===== config.mk =====
export PLATFORM = sky130hd
export DESIGN_NAME = gpx_port
export DESIGN_NICKNAME = d
export VERILOG_FILES = /design/src/rtl/gpx_pkg.sv /design/src/rtl/gpx_bank_if.sv /design/src/rtl/gpx_bank.sv /design/src/rtl/gpx_edge.sv /design/src/rtl/gpx_port.sv
export VERILOG_INCLUDE_DIRS = /design/src /design/src/rtl
export SDC_FILE = /design/constraint.sdc
export NUM_CORES = 1
export LEC_CHECK = 0
export BUFFER_PORTS_ARGS = -buffer_cell sky130_fd_sc_hd__buf_2
export CAP_MARGIN = 20
export CORE_ASPECT_RATIO = 0.7
export CORE_MARGIN = 10
export CORE_UTILIZATION = 40
export DETAILED_ROUTE_END_ITERATION = 10
export SLEW_MARGIN = 25
export SYNTH_ARGS = -nofsm -noshare
export SYNTH_HDL_FRONTEND = slang
export SYNTH_SLANG_ARGS = --single-unit

===== constraint.sdc =====
create_clock -name clk -period 2.54 [get_ports clk]
set_clock_uncertainty 0.15 [all_clocks]
set_input_delay 0.381 -clock clk [delete_from_list [all_inputs] [get_ports clk]]
set_output_delay 0.381 -clock clk [all_outputs]
set_load 0.02 [all_outputs]

===== src/rtl/gpx_defines.svh =====
// Constants for the general-purpose I/O port block.
// Assumes inclusion by bare name from the package; the design modules use its macros without including it.
`ifndef GPX_DEFINES_SVH
`define GPX_DEFINES_SVH

// ****************************************************************
// Structure
// ****************************************************************
`define GPX_NPORT      5
`define GPX_NPIN       8
`define GPX_NSCE       4
`define GPX_NALL       40

// ****************************************************************
// Reset values
// ****************************************************************
`define GPX_RST_BYTE   8'h00
`define GPX_RST_EDGE   5'h00
`define GPX_RST_VEC    5'h00

// ****************************************************************
// Register selector codes on the write and read strobes
// ****************************************************************
`define GPX_KIND_DATA  2'h0
`define GPX_KIND_DIR   2'h1
`define GPX_KIND_OPT   2'h2
`define GPX_KIND_IEN   2'h3

// ****************************************************************
// Edge control bit meaning
// ****************************************************************
`define GPX_EDGE_FALL  1'h0
`define GPX_EDGE_RISE  1'h1

`endif


===== src/rtl/gpx_pkg.sv =====
// Types shared by the I/O port modules.
// Assumes gpx_defines.svh is on the include path.
`include "gpx_defines.svh"

package gpx_pkg;
    typedef logic [`GPX_NPIN-1:0]  gpx_byte_t;
    typedef logic [`GPX_NPORT-1:0] gpx_vec_t;
    typedef logic [`GPX_NALL-1:0]  gpx_all_t;
    typedef enum logic [1:0] {
        GPX_K_DATA = `GPX_KIND_DATA,
        GPX_K_DIR  = `GPX_KIND_DIR,
        GPX_K_OPT  = `GPX_KIND_OPT,
        GPX_K_IEN  = `GPX_KIND_IEN
    } gpx_kind_t;
endpackage : gpx_pkg


===== src/rtl/gpx_bank_if.sv =====
// Configuration path between the port top and one eight-pin bank.
// Assumes gpx_pkg is compiled first; one instance per bank.
`timescale 1ns/100ps

interface gpx_bank_if;
    import gpx_pkg::*;
    logic      we_data;  // Write strobe, data latch
    logic      we_dir;   // Write strobe, direction bits
    logic      we_opt;   // Write strobe, option bits
    gpx_byte_t wdata;    // Write value
    gpx_byte_t latch;    // Current data latch
    gpx_byte_t dir;      // Current direction bits
    gpx_byte_t opt;      // Current option bits

    modport ctrl (output we_data, we_dir, we_opt, wdata, input latch, dir, opt);
    modport bank (input we_data, we_dir, we_opt, wdata, output latch, dir, opt);
endinterface : gpx_bank_if


===== src/rtl/gpx_bank.sv =====
// One eight-pin port: data latch, direction and option bits, pin drive.
// Assumes pins are synchronous to clk and the wire resolves from pin_oe_n.
`timescale 1ns/100ps

module gpx_bank
    import gpx_pkg::*;
(
    input  wire logic      clk,       // Master clock
    input  wire logic      sys_rst,   // Synchronous reset
    gpx_bank_if.bank       cfg,       // Register writes and view
    input  wire gpx_byte_t pin_in,    // Pin levels
    input  wire gpx_byte_t alt_en,    // Alternate output enables
    input  wire gpx_byte_t alt_val,   // Alternate output values
    input  wire logic      sce_own,   // Storage engine owns this port
    input  wire gpx_byte_t sce_out,   // Storage engine pin values
    input  wire gpx_byte_t sce_oe,    // Storage engine drive enables
    output gpx_byte_t      pin_o,     // Pin output value
    output gpx_byte_t      pin_oe_n,  // Pin drive enable, low drives
    output gpx_byte_t      pin_pu_en, // Pull-up enable
    output gpx_byte_t      alt_in     // Level seen by peripheral input
);

    // ****************************************************************
    // Configuration registers
    // ****************************************************************
    // Latch takes writes even while input, so output starts at the right level
    always_ff @(posedge clk) begin
        if (sys_rst) begin
            cfg.latch <= `GPX_RST_BYTE;
        end else if (cfg.we_data) begin
            cfg.latch <= cfg.wdata;
        end
    end

    // Direction and option bits
    always_ff @(posedge clk) begin
        if (sys_rst) begin
            cfg.dir <= `GPX_RST_BYTE;
            cfg.opt <= `GPX_RST_BYTE;
        end else begin
            if (cfg.we_dir) cfg.dir <= cfg.wdata;
            if (cfg.we_opt) cfg.opt <= cfg.wdata;
        end
    end

    // ****************************************************************
    // Pin drive, bit n only from bit n of each register
    // ****************************************************************
    always_ff @(posedge clk) begin
        if (sys_rst) begin
            pin_o     <= `GPX_RST_BYTE;
            pin_oe_n  <= ~`GPX_RST_BYTE;
            pin_pu_en <= `GPX_RST_BYTE;
            alt_in    <= `GPX_RST_BYTE;
        end else begin
            for (int i = 0; i < `GPX_NPIN; i++) begin
                pin_pu_en[i] <= 1'b0;
                alt_in[i]    <= pin_in[i];
                if (sce_own) begin
                    pin_o[i]    <= sce_out[i];
                    pin_oe_n[i] <= ~sce_oe[i];
                end else if (alt_en[i]) begin
                    pin_o[i]    <= alt_val[i];
                    pin_oe_n[i] <= 1'b0;
                end else if (cfg.dir[i]) begin
                    // Zero pulls low either way; open drain only releases a one
                    pin_o[i]    <= cfg.latch[i];
                    pin_oe_n[i] <= cfg.latch[i] & ~cfg.opt[i];
                    alt_in[i]   <= cfg.latch[i];
                end else begin
                    pin_o[i]     <= cfg.latch[i];
                    pin_oe_n[i]  <= 1'b1;
                    pin_pu_en[i] <= cfg.opt[i];
                    alt_in[i]    <= pin_in[i];
                end
            end
        end
    end

endmodule : gpx_bank


===== src/rtl/gpx_edge.sv =====
// Edge detector for one interrupt vector shared by eight pins.
// Assumes arm already combines enable, input direction and ownership.
`timescale 1ns/100ps

module gpx_edge
    import gpx_pkg::*;
(
    input  wire logic      clk,     // Master clock
    input  wire logic      sys_rst, // Synchronous reset
    input  wire gpx_byte_t pin_in,  // Pin levels
    input  wire gpx_byte_t arm,     // Pins allowed to raise events
    input  wire logic      rising,  // Sensitivity of this vector
    output logic           evt      // One-cycle event pulse
);

    gpx_byte_t sync1; // First stage, read only by sync2
    gpx_byte_t sync2; // Settled level
    gpx_byte_t hist;  // Previous settled level

    // ****************************************************************
    // Two-stage synchroniser and history
    // ****************************************************************
    // Extra stage costs latency but keeps one edge to one event
    always_ff @(posedge clk) begin
        if (sys_rst) begin
            sync1 <= `GPX_RST_BYTE;
            sync2 <= `GPX_RST_BYTE;
            hist  <= `GPX_RST_BYTE;
        end else begin
            sync1 <= pin_in;
            sync2 <= sync1;
            hist  <= sync2;
        end
    end

    // Any armed pin on the vector fires the one shared event
    always_ff @(posedge clk) begin
        if (sys_rst) begin
            evt <= 1'b0;
        end else if (rising == `GPX_EDGE_RISE) begin
            evt <= |(arm & sync2 & ~hist);
        end else begin
            evt <= |(arm & ~sync2 & hist);
        end
    end

endmodule : gpx_edge


===== src/rtl/gpx_port.sv =====
// Five general-purpose I/O ports with edge-selectable external interrupts.
// Assumes pins and all strobes are synchronous to clk; strobes are one cycle.
//
// Overview of operation
// - Each port has eight pins, each independently input or output.
// - Pin n follows only bit n of latch, direction and option.
// - Direction 0 makes an input; data reads return the pin level.
// - Writing an input pin's data bit updates the latch, not the pin.
// - Option bit picks floating or pull-up for an input.
// - Enable bit lets edges on an input pin raise requests.
// - Each vector has its own falling or rising edge setting.
// - Any enabled pin on a vector sets that vector's single request.
// - Fetching a vector clears its request latch.
// - Changing the edge setting clears all pending requests.
// - Direction 1 makes an output driven from the latch.
// - Reading an output pin returns the latch value.
// - Option bit picks push-pull or open-drain for an output.
// - Zero drives low; one drives high or releases for open drain.
// - Enabled alternate output forces the pin to output, overriding the port.
// - Reading a pin carrying an alternate output returns its state.
// - Floating input routes the pin level to the peripheral input.
// - Storage engine can take over the pins of the first four ports.
// - Output option 0 is open drain, 1 is push-pull.
// - Reset clears data, direction and option: floating inputs.
// - Requests reach the processor only when its mask allows.
`timescale 1ns/100ps

module gpx_port
    import gpx_pkg::*;
(
    input  wire logic      clk,          // 50 MHz master clock
    input  wire logic      sys_rst,      // Synchronous reset, high
    input  wire logic      wr_en,        // Register write strobe
    input  wire logic [2:0] wr_port,     // Port written
    input  wire gpx_kind_t wr_kind,      // Register written
    input  wire gpx_byte_t wr_data,      // Write value
    input  wire logic      edge_wr,      // Edge control write strobe
    input  wire gpx_vec_t  edge_wdata,   // Edge control value, 1 rising
    input  wire logic      rd_en,        // Register read strobe
    input  wire logic [2:0] rd_port,     // Port read
    input  wire gpx_kind_t rd_kind,      // Register read
    input  wire gpx_vec_t  vec_fetch,    // Vector fetch pulses
    input  wire logic      cpu_int_mask, // Processor mask, high blocks
    input  wire gpx_all_t  pin_in,       // Pin levels
    input  wire gpx_all_t  alt_en,       // Alternate output enables
    input  wire gpx_all_t  alt_val,      // Alternate output values
    input  wire logic [`GPX_NSCE-1:0] sce_own, // Storage engine ownership
    input  wire logic [31:0] sce_out,    // Storage engine values
    input  wire logic [31:0] sce_oe,     // Storage engine drive enables
    output gpx_all_t       pin_o,        // Pin output values
    output gpx_all_t       pin_oe_n,     // Drive enables, low drives
    output gpx_all_t       pin_pu_en,    // Pull-up enables
    output gpx_all_t       alt_in,       // Peripheral input levels
    output gpx_byte_t      rd_data,      // Read data
    output logic           rd_valid,     // Read data valid pulse
    output gpx_vec_t       edge_ctrl,    // Edge control state
    output gpx_vec_t       irq_pending,  // Request latches
    output gpx_vec_t       irq_req       // Requests to processor
);

    // ****************************************************************
    // Declarations
    // ****************************************************************
    gpx_all_t  all_latch;  // Latches of every pin
    gpx_all_t  all_dir;    // Directions of every pin
    gpx_all_t  all_opt;    // Options of every pin
    gpx_all_t  all_ien;    // Interrupt enables of every pin
    gpx_all_t  sce_x;      // Storage engine ownership per pin
    gpx_all_t  pin_read;   // Per-pin value seen by a data read
    gpx_vec_t  evt;        // Edge events per vector
    gpx_vec_t  next_pending;
    gpx_vec_t  clr;
    gpx_byte_t ien [`GPX_NPORT];
    logic      edge_change;

    // ****************************************************************
    // Banks and edge detectors
    // ****************************************************************
    genvar p;
    generate
        for (p = 0; p < `GPX_NPORT; p++) begin : g_port
            gpx_bank_if bif ();
            logic      own;
            gpx_byte_t arm;

            // Write decode per bank
            assign bif.we_data = wr_en && wr_port == 3'(p) && wr_kind == GPX_K_DATA;
            assign bif.we_dir  = wr_en && wr_port == 3'(p) && wr_kind == GPX_K_DIR;
            assign bif.we_opt  = wr_en && wr_port == 3'(p) && wr_kind == GPX_K_OPT;
            assign bif.wdata   = wr_data;
            assign all_latch[p*8 +: 8] = bif.latch;
            assign all_dir[p*8 +: 8]   = bif.dir;
            assign all_opt[p*8 +: 8]   = bif.opt;
            assign all_ien[p*8 +: 8]   = ien[p];

            // Only the first four ports can be taken by the storage engine
            if (p < `GPX_NSCE) begin : g_sce
                assign own = sce_own[p];
            end else begin : g_nosce
                assign own = 1'b0;
            end
            assign sce_x[p*8 +: 8] = {8{own}};

            // Events only from enabled pins that are plain inputs
            assign arm = ien[p] & ~bif.dir & ~alt_en[p*8 +: 8] & ~{8{own}};

            gpx_bank u_bank (
                .clk       (clk),
                .sys_rst   (sys_rst),
                .cfg       (bif),
                .pin_in    (pin_in[p*8 +: 8]),
                .alt_en    (alt_en[p*8 +: 8]),
                .alt_val   (alt_val[p*8 +: 8]),
                .sce_own   (own),
                .sce_out   (p < `GPX_NSCE ? sce_out[(p%4)*8 +: 8] : 8'h00),
                .sce_oe    (p < `GPX_NSCE ? sce_oe[(p%4)*8 +: 8] : 8'h00),
                .pin_o     (pin_o[p*8 +: 8]),
                .pin_oe_n  (pin_oe_n[p*8 +: 8]),
                .pin_pu_en (pin_pu_en[p*8 +: 8]),
                .alt_in    (alt_in[p*8 +: 8])
            );

            gpx_edge u_edge (
                .clk     (clk),
                .sys_rst (sys_rst),
                .pin_in  (pin_in[p*8 +: 8]),
                .arm     (arm),
                .rising  (edge_ctrl[p]),
                .evt     (evt[p])
            );

            // Interrupt enable register of this port
            always_ff @(posedge clk) begin
                if (sys_rst) begin
                    ien[p] <= `GPX_RST_BYTE;
                end else if (wr_en && wr_port == 3'(p) && wr_kind == GPX_K_IEN) begin
                    ien[p] <= wr_data;
                end
            end
        end
    endgenerate

    // ****************************************************************
    // Edge control
    // ****************************************************************
    assign edge_change = edge_wr && (edge_wdata != edge_ctrl);

    // Sensitivity per vector
    always_ff @(posedge clk) begin
        if (sys_rst) begin
            edge_ctrl <= `GPX_RST_EDGE;
        end else if (edge_wr) begin
            edge_ctrl <= edge_wdata;
        end
    end

    // ****************************************************************
    // Request latches
    // ****************************************************************
    // A write of the same setting leaves pending requests alone
    always_comb begin
        clr          = vec_fetch | {`GPX_NPORT{edge_change}};
        next_pending = (irq_pending & ~clr) | evt;
    end

    // Latch update
    always_ff @(posedge clk) begin
        if (sys_rst) begin
            irq_pending <= `GPX_RST_VEC;
        end else begin
            irq_pending <= next_pending;
        end
    end

    // Gated onto the processor; the latch itself stays while masked
    always_ff @(posedge clk) begin
        if (sys_rst) begin
            irq_req <= `GPX_RST_VEC;
        end else begin
            irq_req <= next_pending & ~{`GPX_NPORT{cpu_int_mask}};
        end
    end

    // ****************************************************************
    // Readback
    // ****************************************************************
    // Pin level for inputs and for pins owned elsewhere, latch for outputs
    assign pin_read = ((~all_dir | alt_en | sce_x) & pin_in) |
                      (all_dir & ~alt_en & ~sce_x & all_latch);

    // Registered read, one cycle after the strobe
    always_ff @(posedge clk) begin
        if (sys_rst) begin
            rd_data  <= `GPX_RST_BYTE;
            rd_valid <= 1'b0;
        end else begin
            rd_valid <= rd_en;
            if (!rd_en || rd_port >= 3'(`GPX_NPORT)) begin
                rd_data <= `GPX_RST_BYTE;
            end else begin
                case (rd_kind)
                    GPX_K_DATA: rd_data <= pin_read[rd_port*8 +: 8];
                    GPX_K_DIR:  rd_data <= all_dir[rd_port*8 +: 8];
                    GPX_K_OPT:  rd_data <= all_opt[rd_port*8 +: 8];
                    GPX_K_IEN:  rd_data <= all_ien[rd_port*8 +: 8];
                    default:    rd_data <= `GPX_RST_BYTE;
                endcase
            end
        end
    end

    generate
        for (p = 0; p < `GPX_NPORT; p++) begin : g_ast_vec

        end
    endgenerate

    generate
        for (p = 0; p < `GPX_NALL; p++) begin : g_ast_pin

        end
    endgenerate

    // Storage engine owns the pin outright while it holds the port
    generate
        for (p = 0; p < `GPX_NSCE * 8; p++) begin : g_ast_sce

        end
    endgenerate
endmodule : gpx_port


Word level (Yosys, flattened, before mapping)
Memory sizes are Yosys's and may differ from the RTL's. Cells that the tools add are included.

Bits in registers: 429. RAM bits: 40. Bits of input ports: 222. Output and inout bits: 184. Logic and storage cells: 709. Memories kept: 1.

$lt $le $gt $ge: 1. Equality and inequality tests: 11. Shift-type cells: 4. Muxes and demuxes: 324. Bitwise operators: 191. Reductions and logical operators: 82.

Memories: ien (words 5, bits a word 8, rd ports 5, clocked after Yosys merged registers in 0, write ports 5, RTL line gpx_port.sv:73) `` gpx_byte_t ien [`GPX_NPORT]; ``.

Operators by type and width (number): 1-bit two-way mux (318); 8-bit bitwise AND (34); 8-bit inverter (24); 40-bit bitwise AND (4); 40-bit by 7-bit indexed part select with 8-bit output (4); 4-bit OR reduction (32); 40-bit inverter (2); 40-bit bitwise OR (2); 8-bit OR reduction (10); 1-bit inverter (72); 1-bit bitwise AND (40); 8-bit two-way mux (5); 32-bit inverter with 40-bit output (1); 40-bit by 32-bit bitwise OR with 40-bit output (1); 8-bit one-hot mux with 4 select lines (1); 1-bit logical AND (26); 3-bit OR reduction (8); 5-bit bitwise AND (2); 5-bit inverter (2); 5-bit bitwise OR (2); 2-bit equality test, second input constant (4); 3-bit by 2-bit equality test with 1-bit output, second input constant (2); 5-bit != test (1); 1-bit bitwise OR (5); 9 further kinds (11).

Longest topological paths before layout
Gate-level depths: netlist of the first run.

Depth after elaboration: 8. Depth in mapped cells: 7. Gate-level depth less buffers: 5.

Cells and area by module
Synthesis of the first run repeated with hierarchy kept, for this count alone.

Cells, all modules: 2012. Area total of the unflattened synthesis: 20312.0 um^2.

By module, submodules not included: gpx_bank (instances 5, cells each 222, area an instance 2262.2 um^2, seq. area each 1121.1 um^2); gpx_port (instances 1, cells each 507, area an instance 4928.5 um^2, seq. area each 1681.6 um^2); gpx_edge (instances 5, cells each 79, area an instance 814.5 um^2, seq. area each 500.5 um^2).

Least setup slack after synthesis of the first run
No wires, ideal clock.

Path kind: input port to flip-flop. Start point: input port sce_own[1]. End point: register rd_data[3]. Setup time: 0.117 ns. Arrival: 1.824 ns. Required time: 2.273 ns. Path slack: 0.448 ns. Cell stages on the path: 6. Buffers on the path: 1. Cell sequence: buf_6 -> nor3b_2 -> mux2_4 -> mux4_2 -> or2_0 -> a32o_1.

Cells in the longest elaborated chain, start to end: 6. Elaborated cells between the ends (all ways): 8. Classes of those cells: 1 x shift; 1 x mux; 6 x bitwise.

Ends and longest elaborated chain: start, declared (RTL line gpx_port.sv:47) `` input wire logic [`GPX_NSCE-1:0] sce_own, ``; 32-bit inverter with 40-bit output (RTL line gpx_port.sv:189) `(all_dir & ~alt_en & ~sce_x & all_latch);`; 40-bit bitwise AND (2 in a row) (RTL line gpx_port.sv:189); 40-bit bitwise OR * (RTL line gpx_port.sv:188) `assign pin_read = ((~all_dir | alt_en | sce_x) & pin_in) |`; 40-bit by 7-bit indexed part select with 8-bit output * (RTL line gpx_port.sv:202) `GPX_K_DATA: rd_data <= pin_read[rd_port*8 +: 8];`; 8-bit one-hot mux with 4 select lines * (RTL line gpx_port.sv:201) `case (rd_kind)`; end signal, assigned (RTL line gpx_port.sv:202); end signal, assigned (RTL line gpx_port.sv:203) `GPX_K_DIR: rd_data <= all_dir[rd_port*8 +: 8];`; end signal, assigned (RTL line gpx_port.sv:204) `GPX_K_OPT: rd_data <= all_opt[rd_port*8 +: 8];`; end, declared (RTL line gpx_port.sv:54) `output gpx_byte_t rd_data,`.

Every way passes the cells marked *; elsewhere a longest branch is shown, timed or not. A chain may end at the register's enable or synchronous reset.

==> results.md, run 1 <==
* Fmax at 440.6 MHz
* Cells after Synth at 1,928
* Max IR drop VDD at 0.4159 mV
* Buf+Inv Stages, Crit Path at 4
* Initial antenna violation count at 5
* Setup violations, final at 0
* Critical Path Source Type: input pin
* Netlist cell types at between 50 and 60
* Pwr per Cell Area at just under 700 mW/mm2
* Vias at 16,330
* Vias in the first global route at 16,493
* Clk sinks at 469
* Synth top area cells: dfxtp_1 46%, mux2i_1 10%, edfxtp_1 6.4%, nor2_1 5.7%, nor2b_1 4.5%
* I/O Buffers at 405
* DR WL/cell at 21.66 um
* Worst path required time at 2.91 ns
* Final ANT Viol Nets at 0
* Largest net degree at the start of global routing at ~100
* Row count at between 60 and 70
* Yosys warnings at 0
* Max Cap Violations at 0
* Clk_lat worst skew at 0.58 ns
* Final nets at 2,685
* WS Path Type: input pin to register
* Unrepaired setup endpoints after global routing: no
* Worst path slowest cell: buf_4
* Layout cells sized above 1 at 0.2315
* Setup tns final at 0 ns
* Total iterations of the first detailed-routing run at 7
* Leak at 10.89 nW
* Die H at 201.7 um
* Final period utilization at 0.8936
* Tot Pwr at about 17 mW
* Reg2Reg Setup Slack at 0.40 ns
* Final Instance Area at 0.02472 mm2
* Worst-path clk slew at 0.07 ns
* Status: completed
* Total Routing Usage GR at 0.2317
* Synth Flop Type: dfxtp_1
* Placed instance area at ~0.022 mm2
* Area leader, netlist: dfxtp_1
* Cell Area, Synth at 0.01887 mm2
* First-pass GRT wire length at 101,600 um
* Total Wirelength at 67,400 um
* CTS max path bufs at 3
* Seq cells post-synth at 469
* Synthesized Nets at 2,150
* Largest stage delay on the critical path at 0.67 ns
* Delay-heaviest family, CP: buffers and inverters
* DR vias/cell at 5.247
* WP data arrival at 2.64 ns
* Die W at 279.6 um
* Actual slew at the worst max-slew pin at 0.8183 ns
* Core ar. at between 0.04 and 0.05 mm2
* EDFF count, synth at 40
* DR DRC count at 0
* Iteration-0 DRC Markers at ~1,400
* Endpoint class of the critical path: register
* Critical Path, Cell by Cell: dlygate4sd3_1, buf_8, buf_4, a21oi_1, o31ai_1, dlygate4sd3_1
* Post-synthesis sequential area ratio at 0.5189
* Fillers at approximately 4,200
* Area delta synth->final at 31.04%
* Initial Util at 0.4051
* DP Worst Slack at 0.1945 ns
* Worst setup margin at 0.2702 ns
* Worst-path maximum fanout at 77
* Post-DP HPWL at slightly below 50,000 um
* CP dominant cell by count: dlygate4sd3_1
* GPL Wtd Cong at 0.8360
* DIE AREA at 0.05639 mm2
* Post-synth ARST share at 0
* CTS buffer count at 47
* Min Tclk post-route at around 2.3 ns
* Syn avg cell area at between 9 and 10 um2
* Clock Tree Root: clkbuf_16
* CTS tree: built
* H-tree levels at 2
* Commonest non-fill, non-tap cell in the layout: dfxtp_1
* Final core occ at 0.5308
* Hold Path Class: input pin to register
* Grt ovf at 0
* I/O pins at 406
* Area share of the largest cell type after synthesis at 0.4552
* Most frequent cells in the layout: 429 x dfxtp_1, 403 x buf_2, 286 x nor2_1, 189 x mux2i_1, 149 x dlygate4sd3_1
* Relative slew slack at 0.4545
* Fin. Hold Viols at 0
* Slew Viols, Final at 0
[cell type report]
type | count | area (um2) | share of cell area
diodes | 3 | 7.507 | 0.0003037
clock buffers | 73 | 1446 | 0.05851
clock inverters | 10 | 181.4 | 0.007339
inverters | 77 | 289.0 | 0.01169
multi-input cells | 1266 | 8313 | 0.3363
flip-flops and latches | 469 | 9789 | 0.3960
well taps | 612 | 765.7 | 0.03097
repair buffers | 602 | 3929 | 0.1589
[layer usage]
metal | track usage | up-vias | part of all wire
met5 | 0 | - | 0.00039
met4 | 0.05394 | 4 | 0.018
met3 | 0.06116 | 85 | 0.080
met2 | 0.3679 | 570 | 0.46
met1 | 0.3096 | 7942 | 0.44
li1 | - | 7729 | -
[worst paths after layout]
| path | start | endpoint | cells past startpoint |
|---|---|---|---|
| hold / removal | alt_val[20] | g_port[2].u_bank.pin_o[4] | 5 |
| setup / recovery | sys_rst | g_port[0].u_bank.pin_oe_n[6] | 6 |
| setup reg to reg | g_port[1].u_bank.cfg.dir[3] | rd_data[3] | 5 |
| hold reg to reg | g_port[2].u_edge.sync1[3] | g_port[2].u_edge.sync2[3] | 1 |
[through the flow]
stage / cells / hold WS [ns]
3_3_place_gp: 2877 / 0.2681
3_5_place_dp: 2877 / 0.2723
4_1_cts: 3109 / 0.0008706
5_1_grt: 3109 / 0.02742
6_report: 3112 / 0.01966
2_1_floorplan: 1928 / 0.2638
[sequential cells by signal, indices dropped and copies added, names as in the netlist, 8 cells and up]
name / cells
g_port.u_bank.cfg.opt: 40
rd_data: 8
g_port.u_edge.hist: 40
g_port.u_bank.alt_in: 40
g_port.u_edge.sync1: 40
ien: 40
g_port.u_bank.pin_oe_n: 40
g_port.u_edge.sync2: 40
g_port.u_bank.cfg.dir: 40
g_port.u_bank.pin_pu_en: 40
g_port.u_bank.cfg.latch: 40
g_port.u_bank.pin_o: 40
[cell usage after synthesis, drive strengths merged (7+ instances only)]
| library cell | number |
|---|---|
| nor2b | 137 |
| nor4b | 32 |
| nand2 | 61 |
| nor2 | 287 |
| and2 | 41 |
| a221o | 37 |
| a21oi | 89 |
| or2 | 12 |
| nand4b | 15 |
| inv | 77 |
| nand3 | 36 |
| nand3b | 50 |
| nor3 | 10 |
| mux2i | 189 |
| o211ai | 7 |
| buf | 34 |
| o21bai | 7 |
| a221oi | 12 |
| edfxtp | 40 |
| o31ai | 9 |
| dfxtp | 429 |
| mux2 | 26 |
| clkbuf | 82 |
| and3 | 30 |
| nor4 | 8 |
| o21ai | 50 |
| nor3b | 39 |
| nand2b | 23 |
[where the power goes]
part | leakage, nW | total (mW) | switching, mW | internal, mW
Combinational | 6.20 | 1.73 | 1.00 | 0.730
Sequential | 3.89 | 7.85 | 0.135 | 7.71
Clock | 0.797 | 7.37 | 2.97 | 4.41
[worst reg2reg max path: stages, from the launching register on]
cell	delay (ns)
dfxtp_1	0.32
nor3b_2	0.20
mux2_4	0.35
mux4_2	0.46
or2_0	0.29
a32o_1	0.25
[kinds of logic (layout without fill, tap and decap cells)]
| family | count (synthesis) | after routing | synth area share |
|---|---|---|---|
| flip-flops | 469 | 469 | 0.5189 |
| XOR/XNOR | 5 | 5 | 0.002322 |
| buffers and inverters | 193 | 762 | 0.04112 |
| multiplexers | 221 | 221 | 0.1232 |
| other | 0 | 3 | 0 |
| AO/OA/AOI/OAI | 247 | 247 | 0.08688 |
| AND/OR/NAND/NOR | 793 | 793 | 0.2276 |
[what timing repair did]
action | CTS | global route
buffers inserted | 0 | 0
resized for setup | 0 | 0
hold endpoints to repair | 164 | 0
hold buffers | 149 | 0
(Power assumes the default switching activity.)
==> run 2: changes to the inputs <==
- GPL_TIMING_DRIVEN: not set -> 0
==> results.md, run 2 (synthesized netlist as in run 1, its figures left out) <==
* Pwr per Cell Area at 684.0 mW/mm2 (-0.29%)
* Setup tns final at -0.1179 ns (-0.1179 ns)
* Largest net degree at the start of global routing at 16 (-84%)
* Final period utilization at 1.027 (+0.1330)
* Relative slew slack at 0.2629 (-0.1916)
* Clock network power share at 0.423 (-0.012)
* Core ar. at 0.04657 mm2 (unchanged)
* Vias at 17,242 (+5.6%)
* Fillers at 4,233 (+0.43%)
* Worst Hold Depth at 5 (unchanged)
* Critical Path, Cell by Cell: buf_2, clkbuf_2, nor2_1, buf_2, a221o_1, nand3_1, a32o_1
* Clk sinks at 469 (unchanged)
* CTS tree: built
* Final nets at 2,728 (+1.6%)
* Worst-path clk slew at 0.06 ns (about the same)
* Unrepaired setup endpoints after global routing: no
* Die W at 279.6 um (unchanged)
* I/O pins at 406 (unchanged)
* Leak at 10.78 nW (-1.0%)
* Worst path slowest cell: nor2_1
* Fin. Hold Viols at 0 (unchanged)
* Total Routing Usage GR at 0.2697 (+0.03802)
* Post-DP HPWL at 59,500 um (+22%)
* WS Path Type: input pin to register
* First-pass GRT wire length at 114,400 um (+13%)
* WHS at 0.02585 ns (+0.006192 ns)
* Slew Viols, Final at 0 (unchanged)
* Reg power frac at 0.467 (+0.004)
* Most frequent cells in the layout: 429 x dfxtp_1, 408 x buf_2, 287 x nor2_1, 189 x mux2i_1, 137 x nor2b_1
* Setup violations, final at 2 (+2)
* Clock Tree Root: clkbuf_16
* CP dominant cell by count: buf_2
* DIE AREA at 0.05639 mm2 (unchanged)
* Critical Path Source Type: input pin
* Commonest non-fill, non-tap cell in the layout: dfxtp_1
* GPL Wtd Cong at 0.9270 (+11%)
* Min Tclk post-route at 2.608 ns (+0.3378 ns)
* NetSw at 4.277 mW (+4.1%)
* Delay-heaviest family, CP: simple AND/OR/NAND/NOR gates
* Combinational Power Share at 0.110 (+0.008)
* DR DRC count at 0 (unchanged)
* DR vias/cell at 5.455 (+3.9%)
* Sw Share at 0.2542 (+0.01192)
* WP data arrival at 2.90 ns (+0.26 ns)
* Clk_lat worst skew at 0.57 ns (about the same)
* Layout Cells excl Fill at 3,161 (+1.6%)
* Vias in the first global route at 16,946 (+2.7%)
* Worst path required time at 2.83 ns (-0.08 ns)
* Hold Path Class: input pin to register
* Final ANT Viol Nets at 0 (unchanged)
* Reg2Reg Setup Slack at 0.12 ns (-0.28 ns)
* Final Instance Area at 0.02460 mm2 (-0.49%)
* Grt ovf at 0 (unchanged)
* Worst setup margin at -0.06760 ns (-0.3378 ns)
* Actual slew at the worst max-slew pin at 1.106 ns (+0.2874 ns)
* Max IR drop VDD at 0.5503 mV (+32%)
* R2r worst-path depth at 5 (unchanged)
* Initial antenna violation count at 6 (+1)
* Area delta synth->final at 30.40%
* I/O Buffers at 391 (-3.5%)
* DP Worst Slack at -0.5457 ns (-0.7402 ns)
* Initial Util at 0.4051 (unchanged)
* DP Cell Count at 2,932 (+1.9%)
* Cell Int Power at 12.55 mW (-2.3%)
* Total iterations of the first detailed-routing run at 6 (-1)
* Buf+Inv Stages, Crit Path at 3 (-1)
* DR WL/cell at 25.03 um (+16%)
* Hold Path End: g_port[2].u_bank.pin_o[7]
* Status: finished with violations
* Layout cells sized above 1 at 0.2154 (-0.01607)
* CTS buffer count at 47 (unchanged)
* Die H at 201.7 um (unchanged)
* Critical hold path startpoint: alt_val[23]
* Largest stage delay on the critical path at 0.81 ns (+0.14 ns)
* Final core occ at 0.5282 (-0.002579)
* Endpoint class of the critical path: register
* H-tree levels at 2 (unchanged)
* Placed instance area at 0.02162 mm2 (+0.13%)
* Failing checks: negative setup slack
* Total Wirelength at 79,130 um (+17%)
* Iteration-0 DRC Markers at 1,693 (+24%)
* Row count at 66 (unchanged)
* Tot Pwr at 16.83 mW (-0.77%)
* Worst-path maximum fanout at 10 (-87%)
* Fmax at 383.5 MHz (-13%)
* Max Cap Violations at 0 (unchanged)
* Reg2reg start: g_port[0].u_bank.cfg.dir[1]
* FF-to-FF End: rd_data[1]
* CTS max path bufs at 3 (unchanged)
==> run 2: changes by cell type in the layout (fill, tap and decap cells not counted), sizes merged <==
cell         previous run  this run
dlygate4sd3           149       134
diode                   3         5
bufinv                  5         2
clkbuf                 73       153
clkinv                  4        13
buf                   453       430
clkinvlp                1         0
==> run 2: tightest hold or removal path, cell delays in order <==
cell and delay, ns:
buf_2 0.07, mux2i_1 0.05, nor2_1 0.08, a21oi_1 0.04
nor2_1 0.07
==> run 2: per-layer routing <==
metal | wire length (um) | vias to the layer above | track usage
met5 | 17 | - | 0
met4 | 1623 | 2 | 0.06261
met3 | 7527 | 108 | 0.06081
met2 | 35390 | 837 | 0.4252
met1 | 34570 | 8467 | 0.3692
li1 | - | 7828 | -
==> run 2: area by class of cell <==
class / instances / area, um2 / area share
sequential: 469 / 9789 / 0.3979
timing repair buffer: 529 / 3361 / 0.1366
clock buffer: 72 / 1445 / 0.05874
inverter: 77 / 289.0 / 0.01175
antenna: 5 / 12.51 / 0.0005086
clock inverter: 15 / 128.9 / 0.005239
buffer: 116 / 495.5 / 0.02014
multi-input combinational: 1266 / 8314 / 0.3380
tap: 612 / 765.7 / 0.03113
==> run 2: power groups by stage <==
stage	registers, mW	logic, mW	clock network, mW
global placement	8.01	1.61	0
finish	7.86	1.85	7.12
floorplan	8.11	0.701	0
detailed placement	8.01	1.63	0
CTS	7.85	1.82	7.21
global route	7.87	1.95	7.50
==> run 2: worst max-delay path by stage <==
stage	from	endpoint	slack [ns]	depth (start not counted)
CTS	rd_kind[0]	rd_data[5]	0.04	7
finish	rd_kind[0]	rd_data[5]	-0.07	7
global placement	edge_ctrl[2]	irq_req[1]	-1.15	5
floorplan	sce_own[1]	rd_data[3]	0.45	6
detailed placement	rd_kind[0]	rd_data[5]	-0.55	7
global route	sys_rst	g_port[1].u_bank.alt_in[0]	0.0009	5
==> run 2: what timing repair did <==
action,CTS,global route
gates resized for setup,0,8
buffers inserted,3,0
hold endpoints to repair,137,0
pin swaps,1,0
hold buffers,134,0
setup endpoints to repair,2,5
